<file path="src/mdiaf_cfg.svh">
`ifndef MDIAF_CFG_SVH
`define MDIAF_CFG_SVH

// ------------------------------------------------------------
// Register offsets (byte addresses on the plain port).
// ------------------------------------------------------------
`define MDIAF_ADDR_W        16
`define MDIAF_OFS_DEBUG     16'h1024
`define MDIAF_OFS_IRQ_STAT  16'h1038
`define MDIAF_OFS_IRQ_MASK  16'h103C
`define MDIAF_OFS_ST0_UP    16'h1040
`define MDIAF_OFS_ST0_LO    16'h1044
`define MDIAF_OFS_F1_UP     16'h1048
`define MDIAF_OFS_F1_LO     16'h104C
`define MDIAF_OFS_F2_UP     16'h1050
`define MDIAF_OFS_F2_LO     16'h1054

// ------------------------------------------------------------
// Debug register field positions.
// ------------------------------------------------------------
`define MDIAF_DBG_RXENG     0
`define MDIAF_DBG_RXFC_LSB  1
`define MDIAF_DBG_RXWR      4
`define MDIAF_DBG_RXRD_LSB  5
`define MDIAF_DBG_RXLVL_LSB 8
`define MDIAF_DBG_TXENG     16
`define MDIAF_DBG_TXFC_LSB  17
`define MDIAF_DBG_TXPAUSE   19
`define MDIAF_DBG_TXRD_LSB  20
`define MDIAF_DBG_TXWR      22
`define MDIAF_DBG_TXNE      24
`define MDIAF_DBG_TXSFULL   25

// ------------------------------------------------------------
// Interrupt status and mask bit positions.
// ------------------------------------------------------------
`define MDIAF_IRQ_WAKE      3
`define MDIAF_IRQ_TS        9
`define MDIAF_IRQ_LPI       10

// ------------------------------------------------------------
// Address entry upper word layout.
// ------------------------------------------------------------
`define MDIAF_ENT_VALID     31
`define MDIAF_ENT_SA        30
`define MDIAF_ENT_MSK_HI    29
`define MDIAF_ENT_MSK_LO    24
`define MDIAF_ENT_ADDR_HI   15
`define MDIAF_ENT_ADDR_LO   0
`define MDIAF_ENT_MSK_W     6
`define MDIAF_ENT_NUM       3

// ------------------------------------------------------------
// Reset values.
// ------------------------------------------------------------
`define MDIAF_RST_WORD      32'h0000_0000
`define MDIAF_RST_ADDR48    48'h0000_0000_0000

`endif

</file>
<file path="src/mdiaf_pkg.sv">
package mdiaf_pkg;

  // Raw debug state collected from the transmit and receive paths.
  typedef struct packed {
    logic       txStatusFifoFull;
    logic       txFifoNotEmpty;
    logic       txFifoWriterActive;
    logic [1:0] txFifoReaderState;
    logic       txPaused;
    logic [1:0] txFrameCtrlState;
    logic       txEngineActive;
    logic [1:0] rxFifoFillLevel;
    logic [1:0] rxFifoReaderState;
    logic       rxFifoWriterActive;
    logic [1:0] rxFrameCtrlFifoBits;
    logic       rxEngineActive;
  } mdiaf_dbg_s;

  // Interrupt source events and side-register read pulses.
  typedef struct packed {
    logic eeeEnable;
    logic lpiTxChange;
    logic lpiRxChange;
    logic lpiCtrlRead;
    logic tsDefaultMode;
    logic tsTargetReached;
    logic tsSecondsOvf;
    logic tsAuxSnapshot;
    logic tsStatusRead;
    logic wakeMagic;
    logic wakeFrame;
    logic powerDown;
    logic wakeFlagsCleared;
  } mdiaf_evt_s;

  // Received frame address fields offered to the filter.
  typedef struct packed {
    logic        valid;
    logic [47:0] dstAddr;
    logic [47:0] srcAddr;
  } mdiaf_rxaddr_s;

  // Entry layout as one record.
  typedef struct packed {
    logic        valid;
    logic        cmpSrc;
    logic [5:0]  byteSkip;
    logic [47:0] addr;
  } mdiaf_entry_s;

  typedef logic [31:0] mdiaf_word_t;

endpackage : mdiaf_pkg

</file>
<file path="src/mdiaf_top.sv">
// The implementer's own choice: the address-and-strobe port.
`timescale 1ns/1ps
`include "mdiaf_cfg.svh"
module mdiaf_top (
  // Clock and reset.
  input  wire logic                   ref_clk,
  input  wire logic                   rst_b,
  // Register port.
  input  wire logic [15:0]            regAddr,
  input  wire mdiaf_pkg::mdiaf_word_t regWrData,
  input  wire logic                   regWr,
  input  wire logic                   regRd,
  output      mdiaf_pkg::mdiaf_word_t regRdData,
  // Internal state of the MAC paths.
  input  wire mdiaf_pkg::mdiaf_dbg_s  dbgIn,
  input  wire logic                   ptpEnable,
  // Interrupt sources.
  input  wire mdiaf_pkg::mdiaf_evt_s  evtIn,
  // Receive address filter.
  input  wire mdiaf_pkg::mdiaf_rxaddr_s rxAddrIn,
  output      logic                   filtValid,
  output      logic [2:0]             filtHit,
  output      logic                   filtMatch,
  // Transmit gating and pause source address.
  output      logic                   txFrameAccept,
  output      logic                   txScheduleOk,
  output      logic [47:0]            pauseSrcAddr,
  // Interrupt output.
  output      logic                   irqOut
);
  import mdiaf_pkg::*;

  // ----------------------------------------------------------
  // Storage.
  // ----------------------------------------------------------
  mdiaf_dbg_s  dbgState;          // Captured debug state.
  logic        lpiFlag;           // Low-power-idle status.
  logic        tsFlag;            // Timestamp status.
  logic        wakeFlag;          // Wake status.
  logic        lpiBlock;          // Mask for low-power-idle.
  logic        tsBlock;           // Mask for timestamp.
  logic        wakeBlock;         // Mask for wake.
  logic [47:0] stationAddr;       // Primary station address.
  mdiaf_entry_s entry [1:2];      // Extra filter entries.
  logic [31:0] next_regRdData;    // Read mux result.
  logic [2:0]  next_hit;          // Filter compare result.
  logic        tsReadPend;        // Status read in flight.

  // ----------------------------------------------------------
  // Helpers.
  // ----------------------------------------------------------

  // Address decode, used by both the write and read paths.
  function automatic logic hitOfs(input logic [15:0] a,
                                  input logic [15:0] ofs);
    hitOfs = (a == ofs);
  endfunction : hitOfs

  // Byte-masked compare; skip bit 5 covers bits 47:40, bit 0
  // covers bits 7:0, so the layout follows the register.
  function automatic logic cmpMasked(input logic [47:0] a,
                                     input logic [47:0] b,
                                     input logic [5:0]  skip);
    logic ok;
    ok = 1'b1;
    for (int i = 0; i < 6; i++) begin
      if (!skip[i] && (a[i*8 +: 8] != b[i*8 +: 8])) begin
        ok = 1'b0;
      end
    end
    cmpMasked = ok;
  endfunction : cmpMasked

  // Pack one entry's upper word for read back.
  function automatic logic [31:0] entUpper(input mdiaf_entry_s e);
    logic [31:0] w;
    w = `MDIAF_RST_WORD;
    w[`MDIAF_ENT_VALID] = e.valid;
    w[`MDIAF_ENT_SA]    = e.cmpSrc;
    w[`MDIAF_ENT_MSK_HI:`MDIAF_ENT_MSK_LO] = e.byteSkip;
    w[`MDIAF_ENT_ADDR_HI:`MDIAF_ENT_ADDR_LO] = e.addr[47:32];
    entUpper = w;
  endfunction : entUpper

  // ----------------------------------------------------------
  // Debug state capture.
  // ----------------------------------------------------------

  // The status inputs are sampled every cycle; they come from
  // logic on this clock, so no synchroniser is needed.
  always_ff @(posedge ref_clk or negedge rst_b) begin
    if (!rst_b) begin
      dbgState <= '0;
    end else begin
      dbgState <= dbgIn;
    end
  end

  // ----------------------------------------------------------
  // Transmit gating.
  // ----------------------------------------------------------

  // A full status FIFO refuses frames; a pause also stops
  // scheduling. Both come from the captured state, so the
  // gates and the readable flags agree, except in reset, which closes both gates.
  always_ff @(posedge ref_clk or negedge rst_b) begin
    if (!rst_b) begin
      txFrameAccept <= 1'b0;
      txScheduleOk  <= 1'b0;
    end else begin
      txFrameAccept <= !dbgState.txStatusFifoFull;
      txScheduleOk  <= !dbgState.txStatusFifoFull &&
                       !dbgState.txPaused;
    end
  end

  // ----------------------------------------------------------
  // Interrupt status flags.
  // ----------------------------------------------------------

  // Low-power-idle flag. A change in the same cycle as the
  // clearing read wins, so no event is lost.
  always_ff @(posedge ref_clk or negedge rst_b) begin
    if (!rst_b) begin
      lpiFlag <= 1'b0;
    end else if (evtIn.eeeEnable &&
                 (evtIn.lpiTxChange || evtIn.lpiRxChange)) begin
      lpiFlag <= 1'b1;
    end else if (evtIn.lpiCtrlRead) begin
      lpiFlag <= 1'b0;
    end
  end

  // Remember that this block's status register was read while
  // the timestamp flag was up; clearing waits until the read
  // data has been returned so the read shows the set bit.
  always_ff @(posedge ref_clk or negedge rst_b) begin
    if (!rst_b) begin
      tsReadPend <= 1'b0;
    end else begin
      tsReadPend <= regRd && tsFlag && evtIn.tsDefaultMode &&
                    hitOfs(regAddr, `MDIAF_OFS_IRQ_STAT);
    end
  end

  // Timestamp flag. Default mode only honours the target time
  // and clears after its own read; otherwise all three causes
  // set it and the timestamp status read clears it.
  always_ff @(posedge ref_clk or negedge rst_b) begin
    if (!rst_b) begin
      tsFlag <= 1'b0;
    end else if (evtIn.tsDefaultMode) begin
      if (evtIn.tsTargetReached) begin
        tsFlag <= 1'b1;
      end else if (tsReadPend) begin
        tsFlag <= 1'b0;
      end
    end else begin
      if (evtIn.tsTargetReached || evtIn.tsSecondsOvf ||
          evtIn.tsAuxSnapshot) begin
        tsFlag <= 1'b1;
      end else if (evtIn.tsStatusRead) begin
        tsFlag <= 1'b0;
      end
    end
  end

  // Wake flag, only while powered down; cleared when the
  // power-management read has cleared both wake flags.
  always_ff @(posedge ref_clk or negedge rst_b) begin
    if (!rst_b) begin
      wakeFlag <= 1'b0;
    end else if (evtIn.powerDown &&
                 (evtIn.wakeMagic || evtIn.wakeFrame)) begin
      wakeFlag <= 1'b1;
    end else if (evtIn.wakeFlagsCleared) begin
      wakeFlag <= 1'b0;
    end
  end

  // ----------------------------------------------------------
  // Interrupt masks.
  // ----------------------------------------------------------

  // Mask bits are plain storage; the timestamp bit reads back only with ptpEnable.
  always_ff @(posedge ref_clk or negedge rst_b) begin
    if (!rst_b) begin
      lpiBlock  <= 1'b0;
      tsBlock   <= 1'b0;
      wakeBlock <= 1'b0;
    end else if (regWr && hitOfs(regAddr, `MDIAF_OFS_IRQ_MASK)) begin
      lpiBlock  <= regWrData[`MDIAF_IRQ_LPI];
      tsBlock   <= regWrData[`MDIAF_IRQ_TS];
      wakeBlock <= regWrData[`MDIAF_IRQ_WAKE];
    end
  end

  // ----------------------------------------------------------
  // Interrupt output.
  // ----------------------------------------------------------

  // The timestamp mask only counts with timestamping on; when
  // it is off the bit is reserved and has no effect.
  always_ff @(posedge ref_clk or negedge rst_b) begin
    if (!rst_b) begin
      irqOut <= 1'b0;
    end else begin
      irqOut <= (lpiFlag && !lpiBlock) ||
                (tsFlag && !(tsBlock && ptpEnable)) ||
                (wakeFlag && !wakeBlock);
    end
  end

  // ----------------------------------------------------------
  // Address entries.
  // ----------------------------------------------------------

  // Primary station address; it has no enable to write, the
  // enable reads as one.
  always_ff @(posedge ref_clk or negedge rst_b) begin
    if (!rst_b) begin
      stationAddr <= `MDIAF_RST_ADDR48;
    end else if (regWr && hitOfs(regAddr, `MDIAF_OFS_ST0_UP)) begin
      stationAddr[47:32] <=
        regWrData[`MDIAF_ENT_ADDR_HI:`MDIAF_ENT_ADDR_LO];
    end else if (regWr && hitOfs(regAddr, `MDIAF_OFS_ST0_LO)) begin
      stationAddr[31:0] <= regWrData;
    end
  end

  // Pause frames carry the station address as source.
  always_ff @(posedge ref_clk or negedge rst_b) begin
    if (!rst_b) begin
      pauseSrcAddr <= `MDIAF_RST_ADDR48;
    end else begin
      pauseSrcAddr <= stationAddr;
    end
  end

  // Extra entries. The lower word is reset to zero only to
  // keep simulation defined; software must still program it.
  for (genvar g = 1; g <= 2; g++) begin : gEntry
    localparam logic [15:0] UP_OFS =
      (g == 1) ? `MDIAF_OFS_F1_UP : `MDIAF_OFS_F2_UP;
    localparam logic [15:0] LO_OFS =
      (g == 1) ? `MDIAF_OFS_F1_LO : `MDIAF_OFS_F2_LO;

    // Upper word holds control, byte skips and address top.
    always_ff @(posedge ref_clk or negedge rst_b) begin
      if (!rst_b) begin
        entry[g] <= '0;
      end else if (regWr && hitOfs(regAddr, UP_OFS)) begin
        entry[g].valid    <= regWrData[`MDIAF_ENT_VALID];
        entry[g].cmpSrc   <= regWrData[`MDIAF_ENT_SA];
        entry[g].byteSkip <=
          regWrData[`MDIAF_ENT_MSK_HI:`MDIAF_ENT_MSK_LO];
        entry[g].addr[47:32] <=
          regWrData[`MDIAF_ENT_ADDR_HI:`MDIAF_ENT_ADDR_LO];
      end else if (regWr && hitOfs(regAddr, LO_OFS)) begin
        entry[g].addr[31:0] <= regWrData;
      end
    end

    // Compare: select picks the field, skips drop bytes.
    always_comb begin
      next_hit[g] = entry[g].valid &&
        cmpMasked(entry[g].cmpSrc ? rxAddrIn.srcAddr
                                  : rxAddrIn.dstAddr,
                  entry[g].addr, entry[g].byteSkip);
    end
  end

  // The primary entry always takes part, on destination.
  always_comb begin
    next_hit[0] = (rxAddrIn.dstAddr == stationAddr);
  end

  // ----------------------------------------------------------
  // Filter result.
  // ----------------------------------------------------------

  // One cycle from offered address to registered verdict.
  always_ff @(posedge ref_clk or negedge rst_b) begin
    if (!rst_b) begin
      filtValid <= 1'b0;
      filtHit   <= 3'h0;
      filtMatch <= 1'b0;
    end else begin
      filtValid <= rxAddrIn.valid;
      filtHit   <= rxAddrIn.valid ? next_hit : 3'h0;
      filtMatch <= rxAddrIn.valid && (|next_hit);
    end
  end

  // ----------------------------------------------------------
  // Read path.
  // ----------------------------------------------------------

  // Unmapped offsets read as zero; reserved bits read zero.
  always_comb begin
    next_regRdData = `MDIAF_RST_WORD;
    case (regAddr)
      `MDIAF_OFS_DEBUG: begin
        next_regRdData[`MDIAF_DBG_RXENG] =
          dbgState.rxEngineActive;
        next_regRdData[`MDIAF_DBG_RXFC_LSB +: 2] =
          dbgState.rxFrameCtrlFifoBits;
        next_regRdData[`MDIAF_DBG_RXWR] =
          dbgState.rxFifoWriterActive;
        next_regRdData[`MDIAF_DBG_RXRD_LSB +: 2] =
          dbgState.rxFifoReaderState;
        next_regRdData[`MDIAF_DBG_RXLVL_LSB +: 2] =
          dbgState.rxFifoFillLevel;
        next_regRdData[`MDIAF_DBG_TXENG] =
          dbgState.txEngineActive;
        next_regRdData[`MDIAF_DBG_TXFC_LSB +: 2] =
          dbgState.txFrameCtrlState;
        next_regRdData[`MDIAF_DBG_TXPAUSE] =
          dbgState.txPaused;
        next_regRdData[`MDIAF_DBG_TXRD_LSB +: 2] =
          dbgState.txFifoReaderState;
        next_regRdData[`MDIAF_DBG_TXWR] =
          dbgState.txFifoWriterActive;
        next_regRdData[`MDIAF_DBG_TXNE] =
          dbgState.txFifoNotEmpty;
        next_regRdData[`MDIAF_DBG_TXSFULL] =
          dbgState.txStatusFifoFull;
      end
      `MDIAF_OFS_IRQ_STAT: begin
        next_regRdData[`MDIAF_IRQ_LPI]  = lpiFlag;
        next_regRdData[`MDIAF_IRQ_TS]   = tsFlag;
        next_regRdData[`MDIAF_IRQ_WAKE] = wakeFlag;
      end
      `MDIAF_OFS_IRQ_MASK: begin
        next_regRdData[`MDIAF_IRQ_LPI]  = lpiBlock;
        next_regRdData[`MDIAF_IRQ_TS]   = tsBlock && ptpEnable;
        next_regRdData[`MDIAF_IRQ_WAKE] = wakeBlock;
      end
      `MDIAF_OFS_ST0_UP: begin
        next_regRdData[`MDIAF_ENT_VALID] = 1'b1;
        next_regRdData[`MDIAF_ENT_ADDR_HI:`MDIAF_ENT_ADDR_LO] =
          stationAddr[47:32];
      end
      `MDIAF_OFS_ST0_LO: begin
        next_regRdData = stationAddr[31:0];
      end
      `MDIAF_OFS_F1_UP: begin
        next_regRdData = entUpper(entry[1]);
      end
      `MDIAF_OFS_F1_LO: begin
        next_regRdData = entry[1].addr[31:0];
      end
      `MDIAF_OFS_F2_UP: begin
        next_regRdData = entUpper(entry[2]);
      end
      `MDIAF_OFS_F2_LO: begin
        next_regRdData = entry[2].addr[31:0];
      end
      default: begin
        next_regRdData = `MDIAF_RST_WORD;
      end
    endcase
  end

  // Read data stands only in the cycle after the strobe.
  always_ff @(posedge ref_clk or negedge rst_b) begin
    if (!rst_b) begin
      regRdData <= `MDIAF_RST_WORD;
    end else if (regRd) begin
      regRdData <= next_regRdData;
    end else begin
      regRdData <= `MDIAF_RST_WORD;
    end
  end

endmodule : mdiaf_top

</file>
<file path="config.mk">
export PLATFORM = sky130hd
export DESIGN_NAME = mdiaf_top
export DESIGN_NICKNAME = d
export VERILOG_FILES = /design/src/mdiaf_pkg.sv /design/src/mdiaf_top.sv
export VERILOG_INCLUDE_DIRS = /design/src
export SDC_FILE = /design/constraint.sdc
export NUM_CORES = 1
export LEC_CHECK = 0
export ABC_AREA = 1
export BUFFER_PORTS_ARGS = -buffer_cell sky130_fd_sc_hd__buf_4
export CAP_MARGIN = 15
export CELL_PAD_IN_SITES_DETAIL_PLACEMENT = 0
export CELL_PAD_IN_SITES_GLOBAL_PLACEMENT = 2
export CORE_UTILIZATION = 31
export DETAILED_ROUTE_END_ITERATION = 10
export MAX_ROUTING_LAYER = met4
export PLACE_DENSITY = 0.86
export SYNTH_ARGS = -nofsm -noshare
export SYNTH_HDL_FRONTEND = slang
export SYNTH_SLANG_ARGS = --single-unit
</file>
<file path="constraint.sdc">
create_clock -name ref_clk -period 2.4 [get_ports ref_clk]
set_clock_uncertainty 0.15 [all_clocks]
set_input_delay 0.12 -clock ref_clk [delete_from_list [all_inputs] [get_ports ref_clk]]
set_output_delay 0.12 -clock ref_clk [all_outputs]
set_load 0.01 [all_outputs]
</file>
==> impl_metrics.ini, run 1 <==
[sta]
whs_ns = 0.0428
slew_viol_final = 0
timing_hold_violations_final = 0
rsz0062_at_grt = false
tightestPinTransition_ns = 0.819
timing.final.crit_period_ns = 2.19
slew_headroom = 0.454
clock.fmax_ghz = 0.456
report.final.setup_viol = 0
finalCritPeriodShare = 0.915
setup_tns_ns = 0

[critical_path]
r2r_start = stationAddr[41]
crit_type = reg -> reg
endpoint_kind = flop
cp_max_fo = 4
reg2reg_to = filtMatch
arrival_ns = 2.54
slowest_delay_ns = 0.44
cp-start-kind = flop
path_cells = xnor2_1 -> nand2_1 -> nor3_1 -> nand3_1 -> nor2_1 -> nand2_1 -> nand3_1
cp_slowest_cell = dfrtp_1
r2r_cells = 7
crit_start = stationAddr[41]
endpoint = filtMatch
r2r_slack_ns = 0.21
cp.required_ns = 2.74

[logic_synthesis]
synth_cells = 1957
synth-seq-cells = 272
syn_area_per_cell_um2 = 7.28
synth_top_cell_by_area = dfrtp_1
synth_edf_count = 0
seq_area_frac_synth = 0.478
ys_types = 39
synth_commonest_cells = nand2_1 (777), dfrtp_1 (272), inv_1 (227)
yosys-top-cells-area = dfrtp_1 (48%), nand2_1 (20%), inv_1 (6.0%)
synth.top_cell.area_share = 0.478
netlist_area_mm2 = 0.0142
synth.most_common_cell = nand2_1
synthArstFlopShare = 1.00
synthFlopType = dfrtp_1
syn_nets = 2137
yosys_warnings = 0

[drt]
drt_iter0_drc = 1110
viasPerCell = 4.86
detail_route.wl_per_cell_um = 20.0
drtAntennaViolNets = 0
wirelength_um = 58700
firstDrtPassIters = 7
vias = 14300
drc = 0

[clocking]
cts_root_buf = clkbuf_16
path_clk_slew_ns = 0.06
clock-sinks = 272
htree_levels = 2
tritoncts = yes
clock_path_buffers = 3
clkLatencyLatePin_ns = 0.56
cts_buffers = 36
post_cts_buffers = 0

[layout]
finish.instance_area_mm2 = 0.0190
multiInputGateArea_mm2 = 0.00618
regArea_mm2 = 0.00681
fillCellCount = 4675
final_util = 0.418
layout.nets = 2487
drive_gt1_frac = 0.174
area_growth_pct = 33.0

[die]
row_count = 78
ios = 268
floorplan.initialDensity = 0.314
die_w_um = 216
coreArea_mm2 = 0.0454
die_area_mm2 = 0.0468
die_h_um = 216

[run]
max_cap_violations = 0

[placement]
portBuffers = 267
dpl_cell_area_mm2 = 0.0171
hpwlAfterDp_um = 43000
gp_congestion = 0.931

[run_status]
status = finished, final reports clean

[global_routing]
grt-ovfl-total = 0
grt_start_max_net_pins = 82
grt_pass1_vias = 13800
grt_use_total = 0.259
grt_pass1_wl_um = 86800
antenna_found_initial = 1

[worst_hold_path]
hold_path.class = in -> reg

[power]
vdd.ir_drop.worst_mv = 0.525
power_density_mw_per_mm2 = 583
p_leak_uw = 0.00956
[placed cells by master, fill, tap and decap left out, drive strengths merged]
cell	n
nand2	780
buf	318
dfrtp	272
inv	231
o21ai	203
nor2	129
nand3	101
dlygate4sd3	63
clkbuf	55
o22ai	33
nand4	30
nand3b	26
a21oi	19
o211ai	18
xnor2	11
nor3	9
clkinv	9
a22oi	6
xor2	5
a211oi	4
o2111ai	2
diode	1
a21o	1
nor4	1
o221ai	1
or2	1
a221oi	1
bufinv	1
clkinvlp	1
[metrics by stage]
step	total power, uW	cells	worst slack (ns)
2_1_floorplan	4980	1957	0.702
3_3_place_gp	5530	2805	0.156
4_1_cts	11200	2931	0.117
5_1_grt	11400	2932	0.0770
3_5_place_dp	5540	2805	0.122
6_report	11100	2932	0.205
[final cells by class]
cell class | count | area share
diodes | 1 | 0.000132
clock buffers | 55 | 0.0598
clock inverters | 7 | 0.00370
inverters | 235 | 0.0467
multi-input cells | 1381 | 0.326
flip-flops and latches | 272 | 0.359
well taps | 600 | 0.0396
repair buffers | 381 | 0.165
[worst min path at each step]
stage,slack (ns),to,cells past startpoint,from
final,0.04,filtHit[0],6,rxAddrIn[68]
after global placement,-0.07,pauseSrcAddr[19],1,rst_b
after global routing,0.06,dbgState[2],2,dbgIn[2]
after CTS,0.04,dbgState[0],2,dbgIn[0]
after detailed placement,-0.07,pauseSrcAddr[19],1,rst_b
after floorplan,-0.33,dbgState[0],0,rst_b
[where the power goes]
part / internal, uW / switching [uW]
combinational: 400 / 522
sequential: 4610 / 10.3
clock: 3350 / 2170
total: 8360 / 2700
[worst max-delay path, delay by kind of cell, from the launching register on]
| kind | cells | cell delay, ns |
|---|---|---|
| flip-flops | 1 | 0.44 |
| AND/OR/NAND/NOR | 6 | 1.10 |
| XOR/XNOR | 1 | 0.44 |
[repair_timing]
action | CTS | global route
endpoints found under the hold margin | 472 | 0
setup endpoints to repair | 0 | 2
hold buffers | 64 | 0
gates resized for setup | 0 | 1
[flip-flops by register name, summed over array words and instances (netlist names)]
register and flops:
pauseSrcAddr 48, tsBlock 1, dbgState 17, tsReadPend 1
lpiFlag 1, txScheduleOk 1, filtMatch 1, regRdData 32
irqOut 1, txFrameAccept 1, wakeFlag 1, tsFlag 1
stationAddr 48, filtHit 3, wakeBlock 1, filtValid 1
entry 112, lpiBlock 1
[cells by family (layout without fill, tap and decap cells)]
logic type | Yosys count | count (layout) | synth area share
AND/OR/NAND/NOR | 1077 | 1077 | 0.314
buffers and inverters | 304 | 678 | 0.0883
AO/OA/AOI/OAI | 288 | 288 | 0.110
flip-flops | 272 | 272 | 0.478
XOR/XNOR | 16 | 16 | 0.00983
other | 0 | 1 | 0
[metal layers]
metal / GRT usage / vias to the layer above / wire length [um]
li1: - / 6902 / -
met1: 0.346 / 6695 / 26300
met2: 0.390 / 552 / 25900
met3: 0.0404 / 111 / 4170
met4: 0.105 / 0 / 2300
met5: - / - / 0
Note: power is estimated with default switching activity, not from simulation.
==> run 2, diff against run 1 <==
--- a/config.mk
+++ b/config.mk
@@ -11,6 +11,7 @@
 export CAP_MARGIN = 15
 export CELL_PAD_IN_SITES_DETAIL_PLACEMENT = 0
 export CELL_PAD_IN_SITES_GLOBAL_PLACEMENT = 2
+export CORE_ASPECT_RATIO = 0.8
 export CORE_UTILIZATION = 31
 export DETAILED_ROUTE_END_ITERATION = 10
 export MAX_ROUTING_LAYER = met4
==> impl_metrics.ini, run 2 (synthesis results as in run 1) <==
[run_status]
status = finished, final reports clean

[clocking]
clkLatencyLatePin_ns = 0.59
cts_root_buf = clkbuf_16
clock-sinks = 272
cts_buffers = 30
clock_path_buffers = 3
path_clk_slew_ns = 0.07
htree_levels = 1
tritoncts = yes

[critical_path]
arrival_ns = 2.66
cp.required_ns = 2.77
r2r_cells = 7
reg2reg_to = filtHit[0]
crit_type = reg -> reg
endpoint_kind = flop
crit_start = stationAddr[31]
cp_max_fo = 5
r2r_start = stationAddr[31]
cp-start-kind = flop
r2r_slack_ns = 0.11

[sta]
slew_viol_final = 0
report.final.setup_viol = 0
finalCritPeriodShare = 0.955
clock.fmax_ghz = 0.436
whs_ns = 0.0305
timing.final.crit_period_ns = 2.29
slew_headroom = 0.442
tightestPinTransition_ns = 0.829
setup_tns_ns = 0
rsz0062_at_grt = false
timing_hold_violations_final = 0

[drt]
detail_route.wl_per_cell_um = 20.2
drt_iter0_drc = 1375
drtAntennaViolNets = 0
viasPerCell = 4.88
vias = 14400
wirelength_um = 59400
drc = 0
firstDrtPassIters = 7

[worst_hold_path]
hold_path.class = in -> reg
hold_path_depth = 7
worstHoldEndpoint = entry[91]
worstHoldStart = regAddr[4]

[layout]
layout.nets = 2496
drive_gt1_frac = 0.176
largest_register_ffs = 112
mostFrequentLayoutCells = nand2_1 (777), buf_4 (310), dfrtp_1 (270)
regMostFlops = entry
area_growth_pct = 33.8
final_common_cell = nand2_1
reg_top3 = entry (112), pauseSrcAddr (48), stationAddr (48)
final_cells = 2940

[power]
vdd.ir_drop.worst_mv = 0.521
power_density_mw_per_mm2 = 563
p_leak_uw = 0.00960

[die]
die_area_mm2 = 0.0468
row_count = 69
coreArea_mm2 = 0.0449
die_h_um = 194
ios = 268
floorplan.initialDensity = 0.317
die_w_um = 242

[global_routing]
grt_use_total = 0.259
grt-ovfl-total = 0
grt_pass1_wl_um = 88400
antenna_found_initial = 1
grt_start_max_net_pins = 70
grt_pass1_vias = 13700

[placement]
placedCellCount = 2817
portBuffers = 267
gp_congestion = 0.909
hpwlAfterDp_um = 43400

[run]
max_cap_violations = 0
run 2: worst max-delay path by stage:
stage	slack [ns]	endpoint	cells after the start
finish	0.11	filtHit[0]	7
global route	0.03	filtMatch	14
CTS	0.06	filtMatch	13
detailed placement	0.08	filtMatch	13
global placement	0.10	filtMatch	13
floorplan	0.70	filtMatch	12
run 2: per-layer routing:
metal | global-route usage | vias to the layer above | wire, um
met2 | 0.390 | 546 | 26400
met3 | 0.0339 | 86 | 3800
met5 | - | - | 0
li1 | - | 6934 | -
met4 | 0.0570 | 0 | 1320
met1 | 0.369 | 6786 | 27900
run 2: worst max-delay path, cell delays in order (launching register included):
cell	delay [ns]
dfrtp_1	0.53
o22ai_1	0.11
a211oi_1	0.40
nand3_1	0.11
dlygate4sd3_1	0.62
nor2_1	0.11
nand2_1	0.09
inv_1	0.10
run 2: cell type report:
class / instances / area [um2]
Clock inverter: 17 / 263
Fill cell: 4654 / 25800
Antenna cell: 1 / 2.50
Inverter: 235 / 888
Multi-Input combinational cell: 1381 / 6190
Timing Repair Buffer: 396 / 3340
Clock buffer: 35 / 821
Sequential cell: 272 / 6810
Tap cell: 603 / 754
run 2: power breakdown:
part           internal, uW  switching [uW]
combinational           403             529
clock                  3090            2090
sequential             4610            12.3
run 2: per-stage QoR:
stage | total power [uW] | instance area, um2 | util | setup slack [ns]
4_1_cts | 10800 | 19100 | 0.424 | 0.0626
6_report | 10700 | 19100 | 0.425 | 0.108
3_3_place_gp | 5540 | 17300 | 0.384 | 0.101
5_1_grt | 11100 | 19100 | 0.425 | 0.0326
3_5_place_dp | 5540 | 17300 | 0.384 | 0.0779
2_1_floorplan | 4980 | 14200 | - | 0.702
run 2: repair_timing:
item / 4_1_cts / 5_1_grt
gates resized for setup: 0 / 4
endpoints found under the setup margin: 0 / 2
endpoints found under the hold margin: 477 / 0
setup buffers: 0 / 0
hold buffers: 70 / 0
